<file path="config.mk">
export PLATFORM = sky130hd
export DESIGN_NAME = dmacs_top
export DESIGN_NICKNAME = d
export VERILOG_FILES = /design/src/core/dmacs_pkg.sv /design/src/core/dmacs_top.sv
export VERILOG_INCLUDE_DIRS = /design/src /design/src/core
export SDC_FILE = /design/constraint.sdc
export NUM_CORES = 1
export LEC_CHECK = 0
export BUFFER_PORTS_ARGS = -buffer_cell sky130_fd_sc_hd__buf_2
export CORE_AREA = 2 2 183 185
export DETAILED_ROUTE_END_ITERATION = 8
export DIE_AREA = 0 0 185 187
export GPL_TIMING_DRIVEN = 0
export PLACE_DENSITY = 0.67
export SKIP_CTS_REPAIR_TIMING = 1
export SLEW_MARGIN = 25
export SYNTH_ARGS = -nofsm -noshare
export SYNTH_HDL_FRONTEND = slang
export SYNTH_SLANG_ARGS = --single-unit
</file>
<file path="constraint.sdc">
create_clock -name core_clk -period 5.1 [get_ports core_clk]
set_input_delay 0.255 -clock core_clk [delete_from_list [all_inputs] [get_ports core_clk]]
set_output_delay 0.255 -clock core_clk [all_outputs]
set_load 0.01 [all_outputs]
</file>
<file path="src/core/dmacs_defs.svh">
/*
 Constants for the DMA channel control and status block: register offsets,
 field positions, reset values and counts. Assumes inclusion by bare name.
*/
// Behaviour
// - Normal priority drives AXI when panic low
// - Error bit reads one while debug errors
// - Waiting bit while drain mode holds block end for write responses
// - Stall bit when only pacing request blocks
// - Paused bit from enable, waits, halt, writes
// - Request bit mirrors selected pacing line
// - Request bit reads zero until first block load
// - Unpaced select reads request bit as one
// - Irq pending sticky, write one clears
// - Done flag on block end, write one clears
// - Start needs run enable and nonzero pointer
// - Run enable clear pauses, set resumes
// - Hardware clears run enable at chain end
// - Fetch control block before data transfer
// - Copy next link into pointer at end
// - Zero link stops, no more fetches
// - Pointer reads current block address
// - Panic priority drives AXI when panic high
// - Drain mode pauses above thirteen writes
// - Block info bit zero enables completion irq
`ifndef DMACS_DEFS_SVH
`define DMACS_DEFS_SVH
`define DMACS_OFS_CTRL      12'h000
`define DMACS_OFS_DESC      12'h004
`define DMACS_OFS_DEBUG     12'h00C
`define DMACS_OFS_INFO      12'h010
`define DMACS_OFS_NEXT      12'h014
`define DMACS_B_RUN         0
`define DMACS_B_DONE        1
`define DMACS_B_IRQ         2
`define DMACS_B_REQ         3
`define DMACS_B_PAUSED      4
`define DMACS_B_STALL       5
`define DMACS_B_WAITWR      6
`define DMACS_B_ERROR       8
`define DMACS_B_DRAIN       28
`define DMACS_CTRL_WMASK    32'h10FF0001
`define DMACS_INFO_IEN      0
`define DMACS_INFO_SRCREQ   10
`define DMACS_INFO_DSTREQ   6
`define DMACS_MAX_OUTS      5'h0D
`define DMACS_DESC_RESET    32'h00000000
`define DMACS_CB_WORDS      3'h7
`endif

</file>
<file path="src/core/dmacs_pkg.sv">
/*
 Types for the DMA channel control and status block.
 Assumes nothing beyond a SystemVerilog compiler.
*/
package dmacs_pkg;
   typedef enum logic [2:0] {
      DMACS_IDLE  = 3'b000,
      DMACS_FETCH = 3'b001,
      DMACS_XFER  = 3'b011,
      DMACS_DRAIN = 3'b010,
      DMACS_LINK  = 3'b110
   } dmacs_state_e;
endpackage

</file>
<file path="src/core/dmacs_top.sv">
/*
 DMA channel control, status and descriptor pointer logic with an AXI4-Lite
 register slave, a simple descriptor fetch port and a data engine handshake.
 Assumes a data engine and memory read port on core_clk; peripheral request,
 panic and halt lines are asynchronous and are synchronised here.
*/
// Our own choices: the AXI4-Lite register port and the register offsets.
`timescale 1ns/1ps
`include "dmacs_defs.svh"
module dmacs_top
   import dmacs_pkg::*;
#(
   parameter int NPERIPH = 32
)
(
   input  wire logic               core_clk,
   input  wire logic               reset_n,
   input  wire logic [11:0]        s_axi_awaddr,
   input  wire logic               s_axi_awvalid,
   output logic                    s_axi_awready,
   input  wire logic [31:0]        s_axi_wdata,
   input  wire logic [3:0]         s_axi_wstrb,
   input  wire logic               s_axi_wvalid,
   output logic                    s_axi_wready,
   output logic [1:0]              s_axi_bresp,
   output logic                    s_axi_bvalid,
   input  wire logic               s_axi_bready,
   input  wire logic [11:0]        s_axi_araddr,
   input  wire logic               s_axi_arvalid,
   output logic                    s_axi_arready,
   output logic [31:0]             s_axi_rdata,
   output logic [1:0]              s_axi_rresp,
   output logic                    s_axi_rvalid,
   input  wire logic               s_axi_rready,
   output logic                    cb_req,
   output logic [31:0]             descriptor_pointer,
   input  wire logic               cb_valid,
   input  wire logic [31:0]        cb_data,
   output logic                    xfer_go,
   input  wire logic               xfer_done,
   input  wire logic               xfer_waiting,
   input  wire logic               wr_issue,
   input  wire logic               wr_resp,
   input  wire logic [7:0]         dbg_err_set,
   input  wire logic [NPERIPH-1:0] peripheral_request_line,
   input  wire logic [NPERIPH-1:0] periph_panic,
   input  wire logic               debug_halt,
   output logic [3:0]              axi_qos,
   output logic [31:0]             cb_info_o
);
   logic [NPERIPH-1:0] req_s1_r;
   logic [NPERIPH-1:0] req_s2_r;
   logic [NPERIPH-1:0] pan_s1_r;
   logic [NPERIPH-1:0] pan_s2_r;
   logic               halt_s1_r;
   logic               halt_s2_r;
   logic [31:0]        ctrl_r;
   logic [31:0]        descriptor_pointer_r;
   logic [31:0]        info_r;
   logic [31:0]        next_descriptor_link_r;
   logic [7:0]         dbg_r;
   logic               done_r;
   logic               irq_r;
   logic               loaded_r;
   logic [4:0]         outs_r;
   logic [2:0]         widx_r;
   logic [2:0]         fetch_idx;
   dmacs_state_e       state_r;
   logic [11:0]        awaddr_r;
   logic [31:0]        wdata_r;
   logic               aw_have_r;
   logic               w_have_r;
   logic               wr_fire;
   logic               done_set;
   logic               irq_set;
   logic               chain_end;
   logic [4:0]         sel;
   logic               req_bit;
   logic               stall_bit;
   logic               paused_bit;
   logic               waitwr_bit;

   always_ff @(posedge core_clk)
   begin
      req_s1_r  <= peripheral_request_line;
      req_s2_r  <= req_s1_r;
      pan_s1_r  <= periph_panic;
      pan_s2_r  <= pan_s1_r;
      halt_s1_r <= debug_halt;
      halt_s2_r <= halt_s1_r;
   end

   // Word match that ignores the byte lane bits of the bus address
   function automatic logic word_is(input logic [11:0] a, input logic [11:0] ofs);
      word_is = (a[11:2] == ofs[11:2]);
   endfunction

   // AXI4-Lite write side: address and data accepted in either order
   assign wr_fire = aw_have_r && w_have_r && !s_axi_bvalid;
   always_ff @(posedge core_clk)
   begin
      if (!reset_n)
      begin
         aw_have_r     <= 1'b0;
         w_have_r      <= 1'b0;
         s_axi_awready <= 1'b0;
         s_axi_wready  <= 1'b0;
         s_axi_bvalid  <= 1'b0;
         s_axi_bresp   <= 2'h0;
         awaddr_r      <= 12'h000;
         wdata_r       <= 32'h00000000;
      end
      else
      begin
         s_axi_awready <= !aw_have_r && !s_axi_awready && s_axi_awvalid;
         s_axi_wready  <= !w_have_r && !s_axi_wready && s_axi_wvalid;
         if (s_axi_awvalid && s_axi_awready)
         begin
            aw_have_r <= 1'b1;
            awaddr_r  <= s_axi_awaddr;
         end
         if (s_axi_wvalid && s_axi_wready)
         begin
            w_have_r <= 1'b1;
            wdata_r  <= s_axi_wdata & {{8{s_axi_wstrb[3]}}, {8{s_axi_wstrb[2]}},
                                       {8{s_axi_wstrb[1]}}, {8{s_axi_wstrb[0]}}};
         end
         if (wr_fire)
         begin
            aw_have_r    <= 1'b0;
            w_have_r     <= 1'b0;
            s_axi_bvalid <= 1'b1;
            // Read-only and unmapped words answer SLVERR and change nothing
            s_axi_bresp  <= (word_is(awaddr_r, `DMACS_OFS_CTRL) ||
                             word_is(awaddr_r, `DMACS_OFS_DESC) ||
                             word_is(awaddr_r, `DMACS_OFS_DEBUG)) ? 2'h0 : 2'h2;
         end
         else if (s_axi_bvalid && s_axi_bready)
            s_axi_bvalid <= 1'b0;
      end
   end

   function automatic logic wr_hit(input logic [11:0] ofs);
      wr_hit = wr_fire && word_is(awaddr_r, ofs);
   endfunction

   assign sel        = info_r[20:16];
   assign req_bit    = (sel == 5'h00) ? 1'b1 : req_s2_r[sel];
   assign waitwr_bit = (state_r == DMACS_DRAIN);
   assign paused_bit = !ctrl_r[`DMACS_B_RUN] || xfer_waiting || halt_s2_r ||
                       (ctrl_r[`DMACS_B_DRAIN] && outs_r > `DMACS_MAX_OUTS);
   assign stall_bit  = (state_r == DMACS_XFER) && !paused_bit && !req_bit &&
                       (info_r[`DMACS_INFO_SRCREQ] || info_r[`DMACS_INFO_DSTREQ]);
   assign chain_end  = (state_r == DMACS_LINK) && (next_descriptor_link_r == 32'h00000000);
   assign done_set   = (state_r == DMACS_LINK);
   assign irq_set    = done_set && info_r[`DMACS_INFO_IEN];
   assign fetch_idx  = widx_r + {2'h0, cb_valid && (state_r == DMACS_FETCH)};

   // Channel sequencer
   always_ff @(posedge core_clk)
   begin
      if (!reset_n)
      begin
         state_r                <= DMACS_IDLE;
         widx_r                 <= 3'h0;
         info_r                 <= 32'h00000000;
         next_descriptor_link_r <= 32'h00000000;
         loaded_r               <= 1'b0;
      end
      else
         case (state_r)
            DMACS_IDLE:
               if (ctrl_r[`DMACS_B_RUN] && descriptor_pointer_r != 32'h00000000)
               begin
                  state_r <= DMACS_FETCH;
                  widx_r  <= 3'h0;
               end
            DMACS_FETCH:
               if (cb_valid)
               begin
                  if (widx_r == 3'h0)
                     info_r <= cb_data;
                  if (widx_r == 3'h6)
                     next_descriptor_link_r <= cb_data;
                  widx_r <= widx_r + 3'h1;
                  if (widx_r == `DMACS_CB_WORDS - 3'h1)
                  begin
                     state_r  <= DMACS_XFER;
                     loaded_r <= 1'b1;
                  end
               end
            DMACS_XFER:
               if (xfer_done)
                  state_r <= ctrl_r[`DMACS_B_DRAIN] ? DMACS_DRAIN : DMACS_LINK;
            DMACS_DRAIN:
               // Completion is held back until every write has been answered
               if (outs_r == 5'h00)
                  state_r <= DMACS_LINK;
            DMACS_LINK:
            begin
               widx_r  <= 3'h0;
               state_r <= (next_descriptor_link_r == 32'h00000000) ? DMACS_IDLE : DMACS_FETCH;
            end
            default:
               state_r <= DMACS_IDLE;
         endcase
   end

   // Outstanding write tally
   always_ff @(posedge core_clk)
   begin
      if (!reset_n)
         outs_r <= 5'h00;
      else if (wr_issue && !wr_resp && outs_r != 5'h1F)
         outs_r <= outs_r + 5'h01;
      else if (!wr_issue && wr_resp && outs_r != 5'h00)
         outs_r <= outs_r - 5'h01;
   end

   // Control, flags and descriptor pointer
   always_ff @(posedge core_clk)
   begin
      if (!reset_n)
      begin
         ctrl_r               <= 32'h00000000;
         done_r               <= 1'b0;
         irq_r                <= 1'b0;
         dbg_r                <= 8'h00;
         descriptor_pointer_r <= `DMACS_DESC_RESET;
      end
      else
      begin
         if (wr_hit(`DMACS_OFS_CTRL))
            ctrl_r <= wdata_r & `DMACS_CTRL_WMASK;
         if (chain_end)
            ctrl_r[`DMACS_B_RUN] <= 1'b0;
         // Setting wins over a simultaneous write-one clear
         done_r <= done_set || (done_r && !(wr_hit(`DMACS_OFS_CTRL) && wdata_r[`DMACS_B_DONE]));
         irq_r  <= irq_set || (irq_r && !(wr_hit(`DMACS_OFS_CTRL) && wdata_r[`DMACS_B_IRQ]));
         dbg_r  <= dbg_err_set | (dbg_r & ~(wr_hit(`DMACS_OFS_DEBUG) ? wdata_r[7:0] : 8'h00));
         if (done_set)
            descriptor_pointer_r <= next_descriptor_link_r;
         else if (wr_hit(`DMACS_OFS_DESC) && state_r == DMACS_IDLE)
            descriptor_pointer_r <= wdata_r;
      end
   end

   // Read side
   always_ff @(posedge core_clk)
   begin
      if (!reset_n)
      begin
         s_axi_arready <= 1'b0;
         s_axi_rvalid  <= 1'b0;
         s_axi_rdata   <= 32'h00000000;
         s_axi_rresp   <= 2'h0;
      end
      else
      begin
         s_axi_arready <= !s_axi_arready && !s_axi_rvalid && s_axi_arvalid;
         if (s_axi_arvalid && s_axi_arready)
         begin
            s_axi_rvalid <= 1'b1;
            s_axi_rresp  <= 2'h0;
            case ({s_axi_araddr[11:2], 2'h0})
               `DMACS_OFS_CTRL:
                  s_axi_rdata <= (ctrl_r & `DMACS_CTRL_WMASK)
                     | (32'(|dbg_r) << `DMACS_B_ERROR)
                     | (32'(waitwr_bit) << `DMACS_B_WAITWR)
                     | (32'(stall_bit) << `DMACS_B_STALL)
                     | (32'(paused_bit) << `DMACS_B_PAUSED)
                     | (32'(req_bit && loaded_r) << `DMACS_B_REQ)
                     | (32'(irq_r) << `DMACS_B_IRQ)
                     | (32'(done_r) << `DMACS_B_DONE);
               `DMACS_OFS_DESC:  s_axi_rdata <= descriptor_pointer_r;
               `DMACS_OFS_DEBUG: s_axi_rdata <= {24'h000000, dbg_r};
               `DMACS_OFS_INFO:  s_axi_rdata <= info_r;
               `DMACS_OFS_NEXT:  s_axi_rdata <= next_descriptor_link_r;
               default:
               begin
                  s_axi_rdata <= 32'h00000000;
                  s_axi_rresp <= 2'h2;
               end
            endcase
         end
         else if (s_axi_rvalid && s_axi_rready)
            s_axi_rvalid <= 1'b0;
      end
   end

   // Memory, engine and priority outputs
   always_ff @(posedge core_clk)
   begin
      if (!reset_n)
      begin
         cb_req    <= 1'b0;
         descriptor_pointer   <= 32'h00000000;
         xfer_go   <= 1'b0;
         axi_qos   <= 4'h0;
         cb_info_o <= 32'h00000000;
      end
      else
      begin
         cb_req    <= (state_r == DMACS_FETCH) && !(cb_valid && widx_r == `DMACS_CB_WORDS - 3'h1);
         // Index after this beat, so the address never lags a word behind
         // Low five bits assumed zero by alignment of every block
         descriptor_pointer   <= descriptor_pointer_r + {27'h0, fetch_idx, 2'h0};
         // A stalled channel must really hold its data, not only report it
         xfer_go   <= (state_r == DMACS_XFER) && !paused_bit && !stall_bit && !xfer_done;
         axi_qos   <= pan_s2_r[sel] ? ctrl_r[23:20] : ctrl_r[19:16];
         cb_info_o <= info_r;
      end
   end
endmodule

</file>
# Yosys cells after proc, flatten, opt, wreduce, memory -nomap -nowiden

Cells that the tools add are included.
W data, S select, Z words.

Bits of input ports: 177
Logic and storage cells: 185
Output and inout port bits: 111
Register bits after elaboration: 415

Bitwise operators: 12
$add $sub $neg: 5
Equality and inequality tests: 17
Reductions and logical operators: 85
Multiplexer cells: 29
$lt $le $gt $ge: 2

Operator list:

| cell                  | count |
|---|---|
| $pmux W32 S5          | 1 |
| $mux W32              | 2 |
| $logic_and A1 B1 Y1   | 38 |
| $add A32 B5 Y32       | 1 |
| $and A32 B32 Y32      | 1 |
| $logic_not A32 Y1     | 1 |
| $reduce_bool A32 Y1   | 1 |
| $or A29 B2 Y29        | 1 |
| $or A29 B3 Y29        | 1 |
| $or A29 B4 Y29        | 1 |
| $or A29 B5 Y29        | 1 |
| $or A29 B6 Y29        | 1 |
| $or A29 B7 Y29        | 1 |
| $or A29 B9 Y29        | 1 |
| $mux W3               | 8 |
| $eq A10 B1 Y1 const B | 2 |
| $eq A10 B2 Y1 const B | 2 |
| $eq A10 B3 Y1 const B | 2 |
| $logic_not A10 Y1     | 2 |
| $logic_not A1 Y1      | 17 |
| $pmux W3 S5           | 1 |
| $bmux W1 S5           | 2 |
| $logic_not A5 Y1      | 2 |
| $mux W5               | 2 |
| other kinds (31)      | 58 |

# Longest topological paths before layout

Gate-level depths: netlist of the first run.

Depth after elaboration: 14
Mapped depth: 14
Gate-level depth less buffers: 12

# Worst setup path before layout of the first run

Ideal clock, no wire load.

Kind: reg-to-reg
Start: reg state_r[0]
End: reg descriptor_pointer[30]
Buffers on the path: 2
Library setup time: 0.115 ns
Path slack: 2.148 ns
Cell stages (with the launch flop): 15
Required time: 4.985 ns
Data arrival time: 2.837 ns
Cell sequence: dfxtp_1 -> buf_2 -> or3b_1 -> clkbuf_1 -> nor2_4 -> ha_1 -> ha_1 -> inv_1 -> fa_1 -> nor2b_1 -> o21bai_1 -> nor2_1 -> nand4_1 -> xnor2_1 -> and2_1

Longest elaborated chain between the ends: 4

RTL lines:

| item                     | line             | RTL |
|---|---|---|
| start: declaration       | dmacs_top.sv:68  | `dmacs_state_e state_r;` |
| start signal: assignment | dmacs_top.sv:194 | `` state_r <= ctrl_r[`DMACS_B_DRAIN] ? DMACS_DRAIN : DMACS_LINK; `` |
| start signal: assignment | dmacs_top.sv:202 | `state_r <= (next_descriptor_link_r == 32'h00000000) ? DMACS_IDLE : DMACS_FETCH;` |
| $eq A3 B1 Y1             | dmacs_top.sv:157 | `assign fetch_idx = widx_r + {2'h0, cb_valid && (state_r == DMACS_FETCH)};` |
| $logic_and A1 B1 Y1      | dmacs_top.sv:157 |  |
| $add A3 B1 Y3            | dmacs_top.sv:157 |  |
| $add A32 B5 Y32          | dmacs_top.sv:307 | `descriptor_pointer <= descriptor_pointer_r + {27'h0, fetch_idx, 2'h0};` |
| end signal: assignment   | dmacs_top.sv:307 |  |
| end: declaration         | dmacs_top.sv:36  | `output logic [31:0] descriptor_pointer,` |

No other way between the ends.
A chain may end at the register's enable or synchronous reset.

# Worst setup path after layout of the first run

Start: reg state_r[0]
End: reg descriptor_pointer[20]

Same word-level chain as after synthesis.

==> results.yml, run 1 <==
outcome:
  outcome: "finished, violations left"
  violations: "hold timing"
layout:
  multi_input_area_um2: 5830
  syn_to_final_growth_pct: 31.8
  drive_gt1_frac: 0.216
  final_common_cell: "dfxtp_1"
  fin_nets: 2137
  final_cell_mix: "dfxtp_1 (409), buf_2 (290), nand2_1 (284)"
  regArea_um2: 8190
  fillers: 2877
sta:
  setup_viol: 0
  fin_crit_ns: 3.64
  clock_skew_ns: 0.0183
  rsz0062_at_grt: "false"
  drv_slew: 0
  clock.fmax_mhz: 275
  hold_violations: 10
  tightest_slew_ns: 0.965
  setup-tns-final_ns: 0
  whs_ns: -0.0228
  fin_crit_sh: 0.713
  layout_setup_ws_ns: 1.46
  max_slew_margin: 0.352
die:
  pin_count: 288
  fp.dieW_um: 185
  core_um2: 32900
  die_y_um: 187
  num_rows: 67
  initial_utilization: 0.442
  die-area_um2: 34600
setup_path:
  endpoint_kind: "flip-flop"
  arrival_ns: 4.07
  critPathRequiredTime_ns: 5.53
  r2r_cells: 14
  crit_type: "flip-flop to flip-flop"
  start_kind: "flip-flop"
  crit_fanout: 9
synthesis:
  synth_seq_area_share: 0.564
  ys_types: 66
  synth_enable_flop_cells: 0
  syn_inst: 1514
  yosys_most_used_dff: "dfxtp_1"
  ys_warn_count: 0
  avgSynthCellArea_um2: 9.59
  synth-async-reset-ratio: 0
  syn-cell-area_um2: 14500
  synth.ff_latch_count: 409
route:
  via_count: 12500
  wl_met2_um: 21300
  final_antenna_net_count: 0
  drc_errors: 0
  dr_wl_met3_um: 3590
  wl_met1_um: 19300
  drt-pass1-iter-count: 6
  drt_iter0_markers: 896
  routed_via_density: 5.15
  drt-total-wl_um: 46100
  routed.top_layer: "met4"
  routedWlPerCell_um: 19.0
clocking:
  cts-root-buf: "clkbuf_16"
  cts_tree: "done"
  worstSkewPairLatency_ns: 0.54
  cts.clk_slew.worst_paths_ns: 0.06
  cts_max_path_buffers: 3
  clock_sinks: 409
  cts-htree-levels: 2
  numCtsBuffers: 42
global_route:
  grt_pass1_vias: 11800
  grt_pass1_wl_um: 66400
  grt_max_degree: 16
  antenna_found_initial: 3
  grt_overflow: 0
  grtUsageTotal: 0.249
place:
  gp_routability_congestion: 0.954
  dpl.hpwl_um: 33700
  io_buffers: 275
  dp_slack_ns: 1.53
power_and_ir_drop:
  p_sw_w: 0.00153
  power_density_nw_per_um2: 366
  ir_worst_vdd_uv: 324
  switching_share: 0.218
  p_clk_frac: 0.475
  p_int_w: 0.00548
  leakagePower_nw: 8.00
  pwr-share-seq: 0.474
  combPwrFrac: 0.051
min_path:
  hold_class: "input port to flip-flop"
  min_delay_path_depth: 3
job:
  cap_viol_max_count: 0
==> flip-flops by register name, summed over array words and instances (netlist names), 4 cells and up <==
signal and count:
pan_s2_r 32, cb_info_o 32, info_r 32, outs_r 5, descriptor_pointer_r 32, awaddr_r 10, dbg_r 8, pan_s1_r 32
ctrl_r 10, axi_qos 4, req_s1_r 31, s_axi_rdata 32, req_s2_r 31, wdata_r 32, next_descriptor_link_r 32, descriptor_pointer 32
==> path summary, 6_finish.rpt <==
path / from / end / slack (ns)
max reg2reg: state_r[0]$_SDFFE_PN0P_ / descriptor_pointer[20]$_SDFF_PN0_ / 1.46
min: cb_data[9] / info_r[9]$_SDFFE_PN0P_ / -0.02
min reg2reg: pan_s1_r[13]$_DFF_P_ / pan_s2_r[13]$_DFF_P_ / 0.32
max: state_r[0]$_SDFFE_PN0P_ / descriptor_pointer[20]$_SDFF_PN0_ / 1.46
==> power groups by stage <==
| stage | combinational (W) | sequential, W | clock (W) |
|---|---|---|---|
| final | 0.000356 | 0.00332 | 0.00333 |
| after global routing | 0.000386 | 0.00333 | 0.00350 |
| after CTS | 0.000282 | 0.00332 | 0.00336 |
| after detailed placement | 0.000280 | 0.00339 | 0 |
| after global placement | 0.000275 | 0.00339 | 0 |
| after floorplan | 0.000150 | 0.00338 | 0 |
==> per-layer routing <==
| layer | up-vias | global-route usage |
|---|---|---|
| li1 | 6085 | - |
| met1 | 5827 | 0.323 |
| met2 | 526 | 0.396 |
| met3 | 104 | 0.0584 |
| met4 | 0 | 0.108 |
| met5 | - | 0 |
==> synthesized netlist by cell type (3+ instances only) <==
| master | n | area, um^2 |
|---|---|---|
| and3_1 | 5 | 31.3 |
| nor2b_1 | 7 | 43.8 |
| nand3_1 | 46 | 230 |
| a22oi_1 | 24 | 180 |
| mux4_2 | 6 | 135 |
| xor2_1 | 16 | 140 |
| nor2_1 | 68 | 255 |
| nor4_1 | 21 | 131 |
| o21ai_1 | 9 | 45.0 |
| a222oi_1 | 14 | 140 |
| mux2i_1 | 62 | 621 |
| a211oi_1 | 5 | 37.5 |
| clkbuf_1 | 59 | 221 |
| o21ai_0 | 64 | 320 |
| nand3b_1 | 3 | 22.5 |
| a21o_1 | 3 | 22.5 |
| clkbuf_2 | 3 | 15.0 |
| buf_1 | 7 | 26.3 |
| ha_1 | 11 | 138 |
| xnor2_1 | 14 | 123 |
| and2_1 | 47 | 294 |
| buf_4 | 10 | 75.1 |
| nor3_1 | 12 | 60.1 |
| nand4_1 | 8 | 50.1 |
| buf_2 | 15 | 75.1 |
| mux2_2 | 30 | 338 |
| and4_1 | 4 | 35.0 |
| dfxtp_1 | 409 | 8190 |
| buf_6 | 3 | 33.8 |
| or4_1 | 3 | 22.5 |
| inv_1 | 13 | 48.8 |
| a21oi_1 | 182 | 911 |
| or3_1 | 3 | 18.8 |
| nand2b_1 | 6 | 37.5 |
| nand2_1 | 284 | 1070 |
==> cell type report <==
type / instances / share of cell area
diodes: 4 / 0.000523
multi-input cells: 996 / 0.305
flip-flops and latches: 409 / 0.428
clock buffers: 58 / 0.0650
plain buffers: 97 / 0.0234
inverters: 13 / 0.00255
well taps: 448 / 0.0293
clock inverters: 20 / 0.0152
repair buffers: 388 / 0.131
==> cells by family after synthesis <==
| kind of cell | Yosys count | share of synthesized area |
|---|---|---|
| and+or+nand+nor | 531 | 0.169 |
| DFF | 409 | 0.564 |
| AOI/OAI and AO/OA | 322 | 0.126 |
| buffers and inverters | 110 | 0.0341 |
| muxes | 98 | 0.0753 |
| xor gates and xnor gates | 30 | 0.0181 |
| adders and majority gates | 13 | 0.0122 |
| other | 1 | 0.000258 |
==> stage by stage <==
step,power (W),utilization,hold slack (ns),area (um^2),std cells
after CTS,0.00696,0.547,-0.206,18000,2316
after global routing,0.00721,0.582,0.00114,19100,2430
after global placement,0.00366,0.501,0.311,16500,2238
after detailed placement,0.00367,0.501,0.312,16500,2238
after floorplan,0.00352,-,0.283,14500,1515
final,0.00701,0.582,-0.0228,19100,2433
==> worst max-delay path, cell delays in order, from the launching register on <==
cell      delay (ns)
dfxtp_1         0.32
buf_2           0.22
or3b_1          0.36
clkbuf_1        0.20
nor2_4          0.20
ha_1            0.17
ha_1            0.21
inv_1           0.08
fa_1            0.41
nor2b_1         0.24
o21bai_1        0.18
nor2_1          0.44
nand4_1         0.18
xnor2_1         0.15
and2_1          0.17
(Power assumes the default switching activity.)
==> run 2: changes to the inputs <==
--- a/config.mk
+++ b/config.mk
@@ -6,12 +6,13 @@
 export SDC_FILE = /design/constraint.sdc
 export NUM_CORES = 1
 export LEC_CHECK = 0
+export ABC_AREA = 1
 export BUFFER_PORTS_ARGS = -buffer_cell sky130_fd_sc_hd__buf_2
-export CORE_AREA = 2 2 183 185
+export CORE_AREA = 2 2 185 187
 export DETAILED_ROUTE_END_ITERATION = 8
-export DIE_AREA = 0 0 185 187
+export DIE_AREA = 0 0 187 189
 export GPL_TIMING_DRIVEN = 0
-export PLACE_DENSITY = 0.67
+export PLACE_DENSITY = 0.69
 export SKIP_CTS_REPAIR_TIMING = 1
 export SLEW_MARGIN = 25
 export SYNTH_ARGS = -nofsm -noshare
==> constraint.sdc (replaced) <==
create_clock -name core_clk -period 3.15 [get_ports core_clk]
set_input_delay 0.1575 -clock core_clk [delete_from_list [all_inputs] [get_ports core_clk]]
set_output_delay 0.1575 -clock core_clk [all_outputs]
set_load 0.01 [all_outputs]
==> run 2 against run 1 <==
Effect of this change: the flow still finishes with violations (hold timing); clock power grew 53%; area after synthesis grew 1.6%; clock skew rose by 0.0094 ns; flip-flop and latch count did not move; synthesized cell count increased by 19%; fmax increased by 25%; critical path type unchanged; highest routed layer unchanged.
==> results.yml, run 2 <==
outcome:
  outcome: "finished, violations left"
  violations: "hold timing"
synthesis:
  ys_top_cells_by_count: "dfxtp_1 (409), nand2_1 (327), inv_1 (177)"
  synth-async-reset-ratio: 0
  yosys_most_used_dff: "dfxtp_1"
  synthTopCellsByArea: "dfxtp_1 (56%), nand2_1 (8.3%), a21oi_1 (5.9%)"
  synth.ff_latch_count: 409
  synth_seq_area_share: 0.555
  yosysTopAreaCell: "dfxtp_1"
  syn-cell-area_um2: 14700
  ys_types: 50
  yosysMostFrequentCell: "dfxtp_1"
  ys_warn_count: 0
  avgSynthCellArea_um2: 8.21
  synth_enable_flop_cells: 0
  syn_inst: 1796
  synth_top_area_share: 0.555
setup_path:
  r2r_start: "state_r[2]$_SDFFE_PN0P_"
  crit_fanout: 4
  arrival_ns: 3.38
  cp_common_cell: "nand2_2"
  start_kind: "flip-flop"
  cp_slowest_cell: "fa_1"
  crit_start: "state_r[2]$_SDFFE_PN0P_"
  cpPeakStageDelay_ns: 0.36
  critPathRequiredTime_ns: 3.64
  crit_type: "flip-flop to flip-flop"
  path_cells: "nor2_2 > inv_2 > nor2_4 > inv_2 > nor2_4 > ha_4 > ha_1 > inv_1 > fa_1 > inv_1 > nand2_1 > nand2_2 > nand2_2 > nor2_4 > nand2_2 > nor3b_4 > nand2_2 > o21ai_2 > nor3b_2"
  endpoint_kind: "flip-flop"
global_route:
  grtUsageTotal: 0.278
  grt_pass1_wl_um: 75200
  grt_pass1_vias: 13300
  antenna_found_initial: 3
  grt_overflow: 0
  grt_max_degree: 15
min_path:
  hold_class: "input port to flip-flop"
  holdCritStartpoint: "s_axi_wstrb[0]"
layout:
  drive_gt1_frac: 0.184
  final_cell_mix: "dfxtp_1 (408), nand2_1 (324), buf_2 (298)"
  syn_to_final_growth_pct: 34.3
  fin_nets: 2468
  final_common_cell: "dfxtp_1"
sta:
  drv_slew: 0
  tightest_slew_ns: 1.06
  whs_ns: -0.0415
  fin_crit_sh: 0.920
  clock_skew_ns: 0.0277
  setup_viol: 0
  fin_crit_ns: 2.90
  hold_violations: 8
  max_slew_margin: 0.287
  clock.fmax_mhz: 345
die:
  die_y_um: 189
  pin_count: 288
  die-area_um2: 35300
  num_rows: 67
  initial_utilization: 0.443
  core_um2: 33300
  fp.dieW_um: 187
route:
  via_count: 14600
  final_antenna_net_count: 0
  drt_iter0_markers: 1255
  drt-total-wl_um: 53500
  drt-pass1-iter-count: 5
  drc_errors: 0
  routed_via_density: 5.30
  routedWlPerCell_um: 19.4
clocking:
  cts.clk_slew.worst_paths_ns: 0.06
  cts_tree: "done"
  worstSkewPairLatency_ns: 0.58
  numCtsBuffers: 41
  cts_max_path_buffers: 3
  clock_sinks: 409
  cts-root-buf: "clkbuf_16"
  cts-htree-levels: 2
power_and_ir_drop:
  p_clk_frac: 0.416
  ir_worst_vdd_uv: 424
  switching_share: 0.263
  combPwrFrac: 0.124
  total_power_w: 0.0122
  leakagePower_nw: 8.46
  p_sw_w: 0.00322
  power_density_nw_per_um2: 618
  pwr-share-seq: 0.461
  p_int_w: 0.00901
place:
  io_buffers: 276
  dpl.hpwl_um: 38900
  gp_routability_congestion: 0.935
job:
  cap_viol_max_count: 0
## run 2: cell types whose count changed in the layout (fill, tap and decap cells not counted), moves of 24 or more
| cell | before | now |
|---|---|---|
| a22oi_1 | 24 | 0 |
| a31oi_1 | 1 | 36 |
| and2_1 | 47 | 0 |
| dlygate4sd3_1 | 113 | 158 |
| inv_1 | 13 | 177 |
| mux2_2 | 30 | 0 |
| mux2i_1 | 62 | 1 |
| nand2_1 | 284 | 324 |
| nand3_1 | 46 | 80 |
| nor2_1 | 68 | 139 |
| o21ai_0 | 64 | 174 |
| o22ai_1 | 1 | 27 |
## run 2: metrics by stage
step	std cells	TNS, ns	setup slack, ns	area, um^2	utilization
floorplan	1797	0	0.500	14800	-
global placement	2521	0	0.0974	16700	0.502
detailed placement	2521	0	0.0457	16700	0.502
CTS	2592	0	0.0232	18100	0.544
global route	2757	-0.0304	-0.0304	19800	0.595
finish	2757	0	0.253	19800	0.595
## run 2: power groups by stage
stage | clock, W | combinational [W] | sequential (W)
6_report | 0.00509 | 0.00151 | 0.00563
5_1_grt | 0.00534 | 0.00166 | 0.00566
4_1_cts | 0.00511 | 0.00131 | 0.00562
3_5_place_dp | 0 | 0.00130 | 0.00574
3_3_place_gp | 0 | 0.00128 | 0.00573
2_1_floorplan | 0 | 0.000778 | 0.00572
## run 2: cell type report
class / count / area [um^2]
clock buffers: 58 / 1180
plain buffers: 94 / 395
repair buffers: 438 / 2990
diodes: 3 / 7.51
inverters: 188 / 706
well taps: 448 / 561
flip-flops and latches: 409 / 8190
fillers: 3012 / 13500
clock inverters: 13 / 229
multi-input cells: 1106 / 5550
## run 2: critical path: cells and delay by family (launching register included)
family          cells  cell delay [ns]
fa+ha+maj           3             0.71
simple gates       11             1.39
flops               1             0.34
buf+inv             4             0.25
compound gates      1             0.13
## run 2: worst paths after layout
path / slack (ns) / endpoint / cells past startpoint
worst min-delay path: -0.04 / wdata_r[6]$_SDFFE_PN0P_ / 3
worst max-delay path: 0.25 / descriptor_pointer[30]$_SDFF_PN0_ / 19
worst min register to register: 0.32 / pan_s2_r[27]$_DFF_P_ / 0
worst max register to register: 0.25 / descriptor_pointer[30]$_SDFF_PN0_ / 19
## run 2: cells by family (layout without fill, tap and decap cells)
group | count (synthesis) | count (layout) | synth area share
compound gates | 453 | 453 | 0.166
xor+xnor | 6 | 6 | 0.00356
fa+ha+maj | 13 | 13 | 0.0120
buf+inv | 282 | 791 | 0.0747
flops | 409 | 409 | 0.555
mux | 1 | 1 | 0.000679
other cells | 1 | 5 | 0.000254
simple gates | 631 | 631 | 0.188
## run 2: layer usage
metal,GRT usage,vias to the layer above,share of wire
li1,-,6901,-
met1,0.348,6981,0.41
met2,0.471,602,0.49
met3,0.0532,130,0.063
met4,0.116,0,0.039
met5,0,-,0
==> run 3: changes to the inputs <==
--- a/config.mk
+++ b/config.mk
@@ -6,13 +6,13 @@
 export SDC_FILE = /design/constraint.sdc
 export NUM_CORES = 1
 export LEC_CHECK = 0
-export ABC_AREA = 1
 export BUFFER_PORTS_ARGS = -buffer_cell sky130_fd_sc_hd__buf_2
-export CORE_AREA = 2 2 185 187
+export CORE_AREA = 2 2 183 185
 export DETAILED_ROUTE_END_ITERATION = 8
-export DIE_AREA = 0 0 187 189
+export DIE_AREA = 0 0 185 187
 export GPL_TIMING_DRIVEN = 0
 export PLACE_DENSITY = 0.69
+export SETUP_SLACK_MARGIN = 0.15
 export SKIP_CTS_REPAIR_TIMING = 1
 export SLEW_MARGIN = 25
 export SYNTH_ARGS = -nofsm -noshare
==> run 3 against run 2 <==
Effect of this change: the flow still finishes with violations (hold timing); first-iteration DRC count fell by 26%; fmax fell by 2.1%; wire length fell by 11%; sequential power fell by 4.6%; utilization rose by 0.33 points; critical path depth fell by 5; critical path type unchanged; largest cell class unchanged; highest routed layer unchanged.
==> results.yml, run 3 (synthesized netlist as in run 1, its figures left out) <==
min_path:
  holdCritStartpoint: "xfer_waiting"
  hold_class: "input port to flip-flop"
setup_path:
  endpoint_kind: "flip-flop"
  arrival_ns: 3.38
  start_kind: "flip-flop"
  cp_common_cell: "ha_4"
  cpPeakStageDelay_ns: 0.37
  critical_path_buf_inv_count: 2
  crit_fanout: 6
  r2r_start: "state_r[0]$_SDFFE_PN0P_"
  crit_type: "flip-flop to flip-flop"
  path_cells: "buf_6 > or3b_4 > buf_6 > nor2_4 > ha_4 > ha_4 > xor2_4 > ha_4 > nor2b_4 > o21bai_4 > nor2_4 > nand4_1 > xnor2_1 > and2_1"
  path_delay_family: "simple AND/OR/NAND/NOR gates"
  crit_start: "state_r[0]$_SDFFE_PN0P_"
  rrSetupSlack_ns: 0.19
  critPathRequiredTime_ns: 3.57
  cp_slowest_cell: "or3b_4"
layout:
  multi_input_area_um2: 5960
  drive_gt1_frac: 0.222
  fillers: 2756
  fin_nets: 2185
  final_cell_mix: "dfxtp_1 (406), buf_2 (289), nand2_1 (284)"
  syn_to_final_growth_pct: 35.5
  final_cell_area_um2: 19700
  regArea_um2: 8190
  final_common_cell: "dfxtp_1"
global_route:
  grt_overflow: 0
  grtUsageTotal: 0.249
  grt_max_degree: 16
  grt_pass1_vias: 11700
  antenna_found_initial: 5
  grt_pass1_wl_um: 65800
die:
  pin_count: 288
  die-area_um2: 34600
  initial_utilization: 0.442
  die_y_um: 187
  core_um2: 32900
  num_rows: 67
  fp.dieW_um: 185
clocking:
  cts_tree: "done"
  clock_sinks: 409
  cts.clk_slew.worst_paths_ns: 0.07
  cts_max_path_buffers: 3
  numCtsBuffers: 41
  cts-htree-levels: 2
  cts-root-buf: "clkbuf_16"
  worstSkewPairLatency_ns: 0.55
sta:
  drv_slew: 0
  layout_setup_ws_ns: 0.192
  clock.fmax_mhz: 338
  rsz0062_at_grt: "true"
  fin_crit_sh: 0.939
  hold_violations: 3
  max_slew_margin: 0.379
  whs_ns: -0.0121
  fin_crit_ns: 2.96
  clock_skew_ns: 0.0257
  tightest_slew_ns: 0.924
  setup-tns-final_ns: 0
  setup_viol: 0
place:
  dpl.hpwl_um: 33900
  io_buffers: 275
  gp_routability_congestion: 0.977
  dp_slack_ns: -0.588
  placed_cell_area_um2: 16500
outcome:
  outcome: "finished, violations left"
  violations: "hold timing"
route:
  drt-total-wl_um: 47700
  routedWlPerCell_um: 19.3
  routed_via_density: 5.18
  final_antenna_net_count: 0
  via_count: 12800
  drt-pass1-iter-count: 7
  drc_errors: 0
  drt_iter0_markers: 924
job:
  cap_viol_max_count: 0
power_and_ir_drop:
  leakagePower_nw: 8.19
  power_density_nw_per_um2: 568
  ir_worst_vdd_uv: 600
-- run 3: worst register-to-register path, stage by stage (launching register included) --
cell      delay, ns
dfxtp_2        0.32
buf_6          0.09
or3b_4         0.37
buf_6          0.14
nor2_4         0.17
ha_4           0.16
ha_4           0.15
xor2_4         0.24
ha_4           0.20
nor2b_4        0.21
o21bai_4       0.12
nor2_4         0.18
nand4_1        0.15
xnor2_1        0.15
and2_1         0.17
-- run 3: report_power, final --
group	leakage [nW]	total [W]	switching [W]	internal, W
clock	0.713	0.00518	0.00208	0.00310
combinational	4.13	0.000621	0.000300	0.000321
sequential	3.35	0.00537	0.0000713	0.00530
total	8.19	0.0112	0.00246	0.00872
-- run 3: final cells by class --
type	count	share of cell area
well taps	448	0.0285
diodes	5	0.000636
plain buffers	97	0.0234
clock buffers	51	0.0582
clock inverters	23	0.0160
flip-flops and latches	409	0.417
inverters	13	0.00248
multi-input cells	996	0.303
repair buffers	437	0.151
-- run 3: stage by stage --
step	utilization	power, W	cells
after floorplan	-	0.00571	1515
after global placement	0.501	0.00593	2238
after detailed placement	0.501	0.00594	2238
after CTS	0.545	0.0111	2312
after global routing	0.598	0.0115	2478
final	0.598	0.0112	2479
-- run 3: routing by layer --
metal,track usage,share of wire,up-vias
met1,0.320,0.42,6000
met5,0,0,-
li1,-,-,6186
met3,0.0555,0.072,107
met4,0.106,0.037,0
met2,0.401,0.48,553
-- run 3: final timing paths --
path                                                     endpoint  cells past startpoint
worst min register to register               req_s2_r[21]$_DFF_P_                      0
worst max-delay path            descriptor_pointer[30]$_SDFF_PN0_                     14
worst max register to register  descriptor_pointer[30]$_SDFF_PN0_                     14
worst min-delay path                           xfer_go$_SDFF_PN0_                      4
